--- config.mk ---
export PLATFORM = sky130hd
export DESIGN_NAME = rtc_calendar
export DESIGN_NICKNAME = d
export VERILOG_FILES = /design/src/rtc_calendar.v
export VERILOG_INCLUDE_DIRS = /design/src /design/src/src
export SDC_FILE = /design/constraint.sdc
export NUM_CORES = 1
export LEC_CHECK = 0
export ABC_AREA = 1
export BUFFER_PORTS_ARGS = -buffer_cell sky130_fd_sc_hd__buf_4
export CAP_MARGIN = 0
export CELL_PAD_IN_SITES_DETAIL_PLACEMENT = 0
export CELL_PAD_IN_SITES_GLOBAL_PLACEMENT = 1
export CORE_MARGIN = 4
export CORE_UTILIZATION = 47
export DETAILED_ROUTE_END_ITERATION = 6
export HOLD_SLACK_MARGIN = 0.1
export PLACE_DENSITY_LB_ADDON = 0.1
export RECOVER_POWER = 100
export SYNTH_ARGS = -nofsm -noshare
export SYNTH_HDL_FRONTEND = slang
export SYNTH_SLANG_ARGS = --single-unit
export TNS_END_PERCENT = 1
--- constraint.sdc ---
create_clock -name mclk -period 8.8 [get_ports mclk]
set_input_delay 1.76 -clock mclk [delete_from_list [all_inputs] [get_ports mclk]]
set_output_delay 1.76 -clock mclk [all_outputs]
set_load 0.005 [all_outputs]
--- src/rtc_defines.vh ---
// register offsets, field positions, unlock keys and timing counts
`ifndef RTC_DEFINES_VH
`define RTC_DEFINES_VH
`define OFS_TIME_WIN     12'h000
`define OFS_ALARM_WIN    12'h004
`define OFS_CONFIG       12'h008
`define OFS_UNLOCK       12'h00C
`define OFS_MISC         12'h010
`define BIT_ENABLE       15
`define BIT_WREN         13
`define BIT_SYNC         12
`define BIT_HALF_SECOND_STATUS      11
`define BIT_OE           10
`define UNLOCK_KEY1      16'h0055
`define UNLOCK_KEY2      16'h00AA
`define CLK_HZ           20000000
`define HALF_SEC_CYCLES  (`CLK_HZ / 2)
`define SYNC_WINDOW      32
`define CAL_PERIOD       120
`endif

--- src/rtc_calendar.v ---
// real-time clock and calendar with pointer windows on an apb slave
`include "rtc_defines.vh"
module rtc_calendar #(
	parameter HALF_CYCLES = `HALF_SEC_CYCLES
) (
	// clock and resets
	input  wire        mclk,
	input  wire        reset,
	input  wire        ext_reset_pin,
	// apb slave
	input  wire        psel,
	input  wire        penable,
	input  wire        pwrite,
	input  wire [11:0] paddr,
	input  wire [31:0] pwdata,
	input  wire [3:0]  pstrb,
	output reg  [31:0] prdata,
	output reg         pready,
	output reg         pslverr,
	// clock output pin
	output reg         clock_pin
);
	// bcd increment by one, no wrap; callers wrap to their low value
	function [7:0] bcd_inc;
		input [7:0] v;
		begin
			if (v[3:0] == 4'h9)
				bcd_inc = {v[7:4] + 4'h1, 4'h0};
			else
				bcd_inc = {v[7:4], v[3:0] + 4'h1};
		end
	endfunction
	// days in a month, bcd month, leap flag
	function [7:0] month_days;
		input [7:0] m;
		input       leap;
		begin
			case (m)
			8'h02: month_days = leap ? 8'h29 : 8'h28;
			8'h04, 8'h06, 8'h09, 8'h11: month_days = 8'h30;
			default: month_days = 8'h31;
			endcase
		end
	endfunction
	// 24-hour bcd to 12-hour bcd with pm in bit 7
	function [7:0] hour12;
		input [7:0] h;
		reg   [7:0] t;
		begin
			t = h;
			if (h == 8'h00)
				t = 8'h12;
			else if (h > 8'h12)
				t = (h[3:0] >= 4'h2) ? {h[7:4] - 4'h1, h[3:0] - 4'h2}
					: {h[7:4] - 4'h2, h[3:0] + 4'h8};
			hour12 = {(h >= 8'h12), t[6:0]};
		end
	endfunction

	wire [4:0] yr_lo;
	wire       leap;
	// register and decode helpers
	wire       setup    = psel && !penable;
	wire       access   = psel && penable;
	wire       do_write = access && pwrite;
	wire       do_read  = access && !pwrite;
	// time fields, bcd
	reg  [7:0] seconds, minutes, hours, weekday, day, month, year;
	// alarm fields, bcd
	reg  [7:0] al_sec, al_min, al_hr, al_wd, al_day, al_mon;
	reg  [1:0] time_window_pointer;
	reg  [1:0] alarm_window_pointer;
	reg        clock_module_enable;
	reg        value_write_enable;
	reg        clock_pin_output_enable;
	reg        clock_pin_source_select;
	reg        hour_mode_24;
	reg        alarm_enable;
	reg  [7:0] calibration;
	reg        half_second_status;
	reg  [31:0] div_cnt;
	reg  [7:0] cal_min;
	reg  [1:0] unlock_state;
	reg  [1:0] ext_sync;
	reg        alarm_pulse;

	assign yr_lo = year[4] ? 5'd10 + {1'b0, year[3:0]} : {1'b0, year[3:0]};
	// 2000..2099: leap when year divisible by four
	assign leap = (yr_lo[1:0] == 2'b00);

	// pipeline the external reset pin; it never stops the clock
	always @(posedge mclk) begin
		if (reset)
			ext_sync <= 2'b00;
		else
			ext_sync <= {ext_sync[0], ext_reset_pin};
	end

	// half-second tick with calibration trim each minute
	wire signed [7:0] cal_s   = calibration;
	wire [31:0]       trim    = {{24{cal_s[7]}}, cal_s};
	wire              trim_on = (seconds == 8'h00) && !half_second_status;
	wire [31:0]       limit   = trim_on ? HALF_CYCLES - 32'd1 - trim
		: HALF_CYCLES - 32'd1;
	wire              half_tick = clock_module_enable && (div_cnt >= limit);
	wire              sec_tick  = half_tick && half_second_status;
	wire              sync_zone = clock_module_enable && half_second_status &&
		(div_cnt + `SYNC_WINDOW >= limit);

	// window writes allowed with write enable only
	wire win_we  = do_write && value_write_enable;
	wire t_hit   = paddr == `OFS_TIME_WIN;
	wire a_hit   = paddr == `OFS_ALARM_WIN;
	wire wr_hi   = pstrb[1];
	wire wr_lo   = pstrb[0];
	wire [7:0] wd_hi = pwdata[15:8];
	wire [7:0] wd_lo = pwdata[7:0];

	// timekeeping and time window writes
	always @(posedge mclk) begin
		if (reset) begin
			div_cnt <= 32'h0;
			half_second_status <= 1'b0;
			seconds <= 8'h00;
			minutes <= 8'h00;
			hours   <= 8'h00;
			weekday <= 8'h06; // 2000-01-01 was a saturday
			day     <= 8'h01;
			month   <= 8'h01;
			year    <= 8'h00;
		end else begin
			if (half_tick) begin
				div_cnt <= 32'h0;
				half_second_status <= !half_second_status;
			end else if (clock_module_enable)
				div_cnt <= div_cnt + 32'h1;
			if (sec_tick) begin
				seconds <= (seconds == 8'h59) ? 8'h00 : bcd_inc(seconds);
				if (seconds == 8'h59) begin
					minutes <= (minutes == 8'h59) ? 8'h00 : bcd_inc(minutes);
					if (minutes == 8'h59) begin
						hours <= (hours == 8'h23) ? 8'h00 : bcd_inc(hours);
						if (hours == 8'h23) begin
							weekday <= (weekday == 8'h06) ? 8'h00
								: weekday + 8'h01;
							if (day == month_days(month, leap)) begin
								day <= 8'h01;
								month <= (month == 8'h12) ? 8'h01
									: bcd_inc(month);
								if (month == 8'h12)
									year <= (year == 8'h99) ? 8'h00
										: bcd_inc(year);
							end else
								day <= bcd_inc(day);
						end
					end
				end
			end
			if (win_we && t_hit) begin
				case (time_window_pointer)
				2'b00: begin
					if (wr_hi) minutes <= wd_hi;
					if (wr_lo) seconds <= wd_lo;
				end
				2'b01: begin
					if (wr_hi) weekday <= wd_hi;
					if (wr_lo) hours <= wd_lo;
				end
				2'b10: begin
					if (wr_hi) month <= wd_hi;
					if (wr_lo) day <= wd_lo;
				end
				default: begin
					if (wr_lo) year <= wd_lo;
				end
				endcase
			end
		end
	end

	// alarm window writes and alarm match
	always @(posedge mclk) begin
		if (reset) begin
			al_sec <= 8'h00;
			al_min <= 8'h00;
			al_hr  <= 8'h00;
			al_wd  <= 8'h00;
			al_day <= 8'h01;
			al_mon <= 8'h01;
			alarm_pulse <= 1'b0;
		end else begin
			if (win_we && a_hit) begin
				case (alarm_window_pointer)
				2'b00: begin
					if (wr_hi) al_min <= wd_hi;
					if (wr_lo) al_sec <= wd_lo;
				end
				2'b01: begin
					if (wr_hi) al_wd <= wd_hi;
					if (wr_lo) al_hr <= wd_lo;
				end
				2'b10: begin
					if (wr_hi) al_mon <= wd_hi;
					if (wr_lo) al_day <= wd_lo;
				end
				default: ;
				endcase
			end
			// one pulse lasting half a second on a full match
			if (half_tick)
				alarm_pulse <= alarm_enable && half_second_status &&
					seconds == al_sec && minutes == al_min &&
					hours == al_hr && weekday == al_wd &&
					day == al_day && month == al_mon;
		end
	end

	// pointer stepping: upper-byte writes and any read
	wire t_step = access && t_hit && (!pwrite || wr_hi);
	wire a_step = access && a_hit && (!pwrite || wr_hi);
	wire cfg_wr = do_write && paddr == `OFS_CONFIG;
	wire key_wr = do_write && paddr == `OFS_UNLOCK;

	// configuration, pointers and unlock sequence
	always @(posedge mclk) begin
		if (reset) begin
			time_window_pointer <= 2'b00;
			alarm_window_pointer <= 2'b00;
			clock_module_enable <= 1'b0;
			value_write_enable <= 1'b0;
			clock_pin_output_enable <= 1'b0;
			calibration <= 8'h00;
			unlock_state <= 2'd0;
			clock_pin_source_select <= 1'b0;
			hour_mode_24 <= 1'b1;
			alarm_enable <= 1'b0;
		end else begin
			// unlock: key1, key2, then next access only
			if (key_wr && pwdata[15:0] == `UNLOCK_KEY1)
				unlock_state <= 2'd1;
			else if (key_wr && pwdata[15:0] == `UNLOCK_KEY2 &&
				unlock_state == 2'd1)
				unlock_state <= 2'd2;
			else if (access)
				unlock_state <= 2'd0;
			if (cfg_wr) begin
				clock_module_enable <= pwdata[`BIT_ENABLE];
				clock_pin_output_enable <= pwdata[`BIT_OE];
				time_window_pointer <= pwdata[9:8];
				calibration <= pwdata[7:0];
				if (!pwdata[`BIT_WREN])
					value_write_enable <= 1'b0;
				else if (unlock_state == 2'd2)
					value_write_enable <= 1'b1;
			end else if (t_step && time_window_pointer != 2'b00)
				time_window_pointer <= time_window_pointer - 2'b01;
			if (do_write && paddr == `OFS_MISC) begin
				clock_pin_source_select <= pwdata[0];
				hour_mode_24 <= pwdata[1];
				alarm_enable <= pwdata[2];
				alarm_window_pointer <= pwdata[9:8];
			end else if (a_step && alarm_window_pointer != 2'b00)
				alarm_window_pointer <= alarm_window_pointer - 2'b01;
		end
	end

	// read mux
	reg [31:0] rd;
	always @* begin
		rd = 32'h0;
		case (paddr)
		`OFS_TIME_WIN:
			case (time_window_pointer)
			2'b00: rd = {16'h0, minutes, seconds};
			2'b01: rd = {16'h0, weekday,
				hour_mode_24 ? hours : hour12(hours)};
			2'b10: rd = {16'h0, month, day};
			default: rd = {24'h0, year};
			endcase
		`OFS_ALARM_WIN:
			case (alarm_window_pointer)
			2'b00: rd = {16'h0, al_min, al_sec};
			2'b01: rd = {16'h0, al_wd, al_hr};
			2'b10: rd = {16'h0, al_mon, al_day};
			default: rd = 32'h0;
			endcase
		`OFS_CONFIG:
			rd = {16'h0, clock_module_enable, 1'b0, value_write_enable,
				sync_zone, half_second_status,
				clock_pin_output_enable, time_window_pointer, calibration};
		`OFS_MISC:
			rd = {22'h0, alarm_window_pointer, 5'h0, alarm_enable,
				hour_mode_24, clock_pin_source_select};
		default: rd = 32'h0;
		endcase
	end

	// apb answer: no wait states, error on unmapped address
	wire mapped = t_hit || a_hit || paddr == `OFS_CONFIG ||
		paddr == `OFS_UNLOCK || paddr == `OFS_MISC;
	always @(posedge mclk) begin
		if (reset) begin
			prdata <= 32'h0;
			pready <= 1'b0;
			pslverr <= 1'b0;
		end else begin
			pready <= setup;
			pslverr <= setup && !mapped;
			if (setup && !pwrite)
				prdata <= rd;
		end
	end

	// output pin source and enable
	always @(posedge mclk) begin
		if (reset)
			clock_pin <= 1'b0;
		else
			clock_pin <= clock_pin_output_enable &&
				(clock_pin_source_select ? !half_second_status
				: alarm_pulse);
	end
endmodule

==> flow_summary_export.csv <==
group,metric,value,unit
run_status,status,"finished with violations",
run_status,violations,"capacitance limit, slew limit",
pwr,p_int,1.25,mW
timing,min_period_over_period,71.3,%
placement,hpwl,32300,um
pwr,p_per_area,129,nW/um2
synthesis,yosys_warnings,0,
synthesis,yosysSeqAreaShare,30.0,%
route,via_per_inst,5.63,
synthesis,ys_seq_elements,177,
grt,grt-ovfl-total,0,
worst_hold_path,hold_path_end,"prdata[15]",
pwr,peakVddDrop,0.0000965,V
route,wl_per_cell,19.7,um
placement,gp_congestion,0.992,
clock_network,cts_tree,"yes",
placement,post_dp_cell_area,12300,um2
floorplanning,initial_core_util,48.2,%
timing,fmax,159,MHz
route,antenna_left,0,
cells_and_area,n_antenna_cell,0,
cells_and_area,synthToLayoutAreaGrowth,9.00,%
cells_and_area,nets,1929,
clock_network,postCtsSetupRepairBufs,0,
grt,grt_usage,29.9,%
grt,grt_max_degree,82,
grt,antenna_found_initial,0,
timing,slew_headroom,-177,%
worst_setup_path,slowest_stage,"clkbuf_1",
timing,setup_viol,0,
grt,grt_pass1_wl,65500,um
clock_network,cts_max_level,4,
timing,layout_min_cycle_time,6.27,ns
synthesis,synth_cell_types,55,
flow_run,cap_violations,2,
route,drc_errors,0,
worst_setup_path,crit_path_max_incr_delay,2.86,ns
pwr,clockPowerShare,48.0,%
worst_setup_path,crit_type,"input pin to flip-flop",
cells_and_area,final_layout_size_suffix_gt1_share,6.92,%
placement,place.port_buffers,53,
worst_setup_path,worstPathRequired,9.13,ns
clock_network,clkTransAtPathRegs,0.07,ns
worst_setup_path,path_cells,"clkbuf_1 > inv_2 > clkbuf_1 > o211ai_1 > inv_1",
worst_setup_path,reg2regPathDepth,21,
cells_and_area,final_cell_mix,"nand2_1, nor2_1, inv_1",
worst_setup_path,r2r-start,"seconds[5]",
floorplanning,io_pins,89,
synthesis,postSynthCellCount,1813,
grt,grt_pass1_vias,11200,
cells_and_area,final_cell_area,12900,um2
clock_network,clkSinkCount,177,
worst_setup_path,cp_common_cell,"clkbuf_1",
clock_network,cts_max_path_buffers,2,
pwr,p_sw,0.414,mW
pwr,p_leak,5.32,nW
floorplanning,coreArea,24500,um2
cells_and_area,largest_reg_flops,32,
route,num_vias,12100,
floorplanning,num_rows,57,
route,drt_iter0_drc,1128,
worst_setup_path,cp.arrival,6.60,ns
worst_hold_path,min_path_cells,2,
worst_hold_path,worstHoldStart,"prdata[15]",
pwr,p_sw_share,24.9,%
route,wl,42600,um
cells_and_area,final_common_cell,"nand2_1",
route,dr.pass1.iters,6,
pwr,seq_power_share,48.1,%
floorplanning,die_width,167,um
worst_setup_path,endpoint_kind,"flip-flop",
clock_network,clock_latency,0.45,ns
floorplanning,die_area,27800,um2
cells_and_area,top_regs,"div_cnt (32), prdata (16)",
timing,rsz0062_at_grt,"no",
cells_and_area,largest_register,"div_cnt",
worst_setup_path,crit_fanout,81,
worst_setup_path,timing.rr.end,"hours[0]",
timing,hold_viol,0,
synthesis,synth_edf_count,0,
timing,skew,0.0160,ns
clock_network,cts_inserted_buffers,17,
floorplanning,dieHeight,167,um
clock_network,post_cts_resize_count,0,
timing,maxSlewViolCount,148,
worst_hold_path,min_path_type,"flip-flop to flip-flop",
synthesis,synth-async-reset-ratio,0,%
synthesis,synth_area,11800,um2
clock_network,root_buffer,"clkbuf_16",
timing,worstMarginPinSlew,4.16,ns
clock_network,cts_hold_buf,0,
timing,finalSetupTns,0,ns
pwr,share_comb_of_total_power,3.9,%
synthesis,synthFlopType,"dfxtp_1",
worst_setup_path,r2r_setup_slack,2.99,ns
synthesis,syn_area_per_cell,6.52,um2
worst_setup_path,start_kind,"input pin",
## stage by stage
stage               hold WS [ns]  util, %  setup slack [ns]  instances  power, mW
global placement           0.454     50.2              4.36       2129      0.882
global route               0.487     52.5              2.20       2159       1.71
CTS                        0.467     52.6              4.36       2159       1.67
floorplan                  0.443        -              5.48       1828      0.852
finish                     0.464     52.5              2.53       2159       1.66
detailed placement         0.456     50.2              4.35       2129      0.882
## layer usage
metal | global-route usage, % | wire [um]
met5 | 0 | 0
met4 | 9.50 | 1370
met3 | 4.91 | 2930
met2 | 47.9 | 19500
met1 | 41.2 | 18800
## critical path, delay by kind of cell
family / cells / cell delay, ns
compound gates: 1 / 0.51
buf+inv: 4 / 4.25
## layout make-up
type	count	area (um2)
inverters	232	871
multi-input cells	1340	7060
well taps	324	405
fillers	2621	11600
clock buffers	18	439
clock inverters	12	151
repair buffers	56	413
flip-flops and latches	177	3540
## worst max path at each step
stage                          end  slack [ns]        from
after floorplan           month[4]        5.48   paddr[11]
after global routing        day[2]        2.20       reset
after global placement    hours[0]        4.36  seconds[5]
after detailed placement  hours[6]        4.35   paddr[11]
after CTS                 hours[0]        4.36  seconds[5]
final                       day[2]        2.53       reset
## cells by family (layout without fill, tap and decap cells)
logic type	Yosys count	after routing	synth area share (%)
and+or+nand+nor	809	809	29.3
xor gates and xnor gates	59	59	4.37
muxes	1	1	0.0847
other	1	16	0.0317
AOI/OAI and AO/OA	404	404	20.2
adders and majority gates	51	51	5.40
buffers and inverters	311	318	10.6
DFF	177	177	30.0
## power by group through the flow
stage / sequential (mW) / combinational, mW / clock (mW)
floorplan: 0.820 / 0.0320 / 0
global placement: 0.820 / 0.0622 / 0
detailed placement: 0.820 / 0.0623 / 0
CTS: 0.801 / 0.0623 / 0.807
global route: 0.801 / 0.0688 / 0.838
finish: 0.801 / 0.0646 / 0.798
## cell usage after synthesis, types with 3 or more instances
cell type / count / area (um2)
nand2_1: 381 / 1430
nor2_1: 227 / 852
inv_1: 219 / 822
dfxtp_1: 177 / 3540
a21oi_1: 141 / 706
o21ai_0: 115 / 576
nand3_1: 88 / 440
a211oi_1: 56 / 420
ha_1: 51 / 638
xor2_1: 51 / 447
clkbuf_1: 45 / 169
nor3_1: 30 / 150
o211ai_1: 29 / 218
nand4_1: 26 / 163
o22ai_1: 18 / 113
buf_4: 17 / 128
nor4_1: 17 / 106
nor2_2: 13 / 81.3
buf_2: 12 / 60.1
a31oi_1: 11 / 68.8
inv_2: 11 / 41.3
o221ai_1: 11 / 96.3
xnor2_1: 8 / 70.1
a221oi_1: 7 / 61.3
nand2_2: 7 / 43.8
nor3b_1: 5 / 37.5
o21ai_1: 4 / 20.0
clkbuf_2: 3 / 15.0
nand3_2: 3 / 30.0
(Power assumes the default switching activity.)
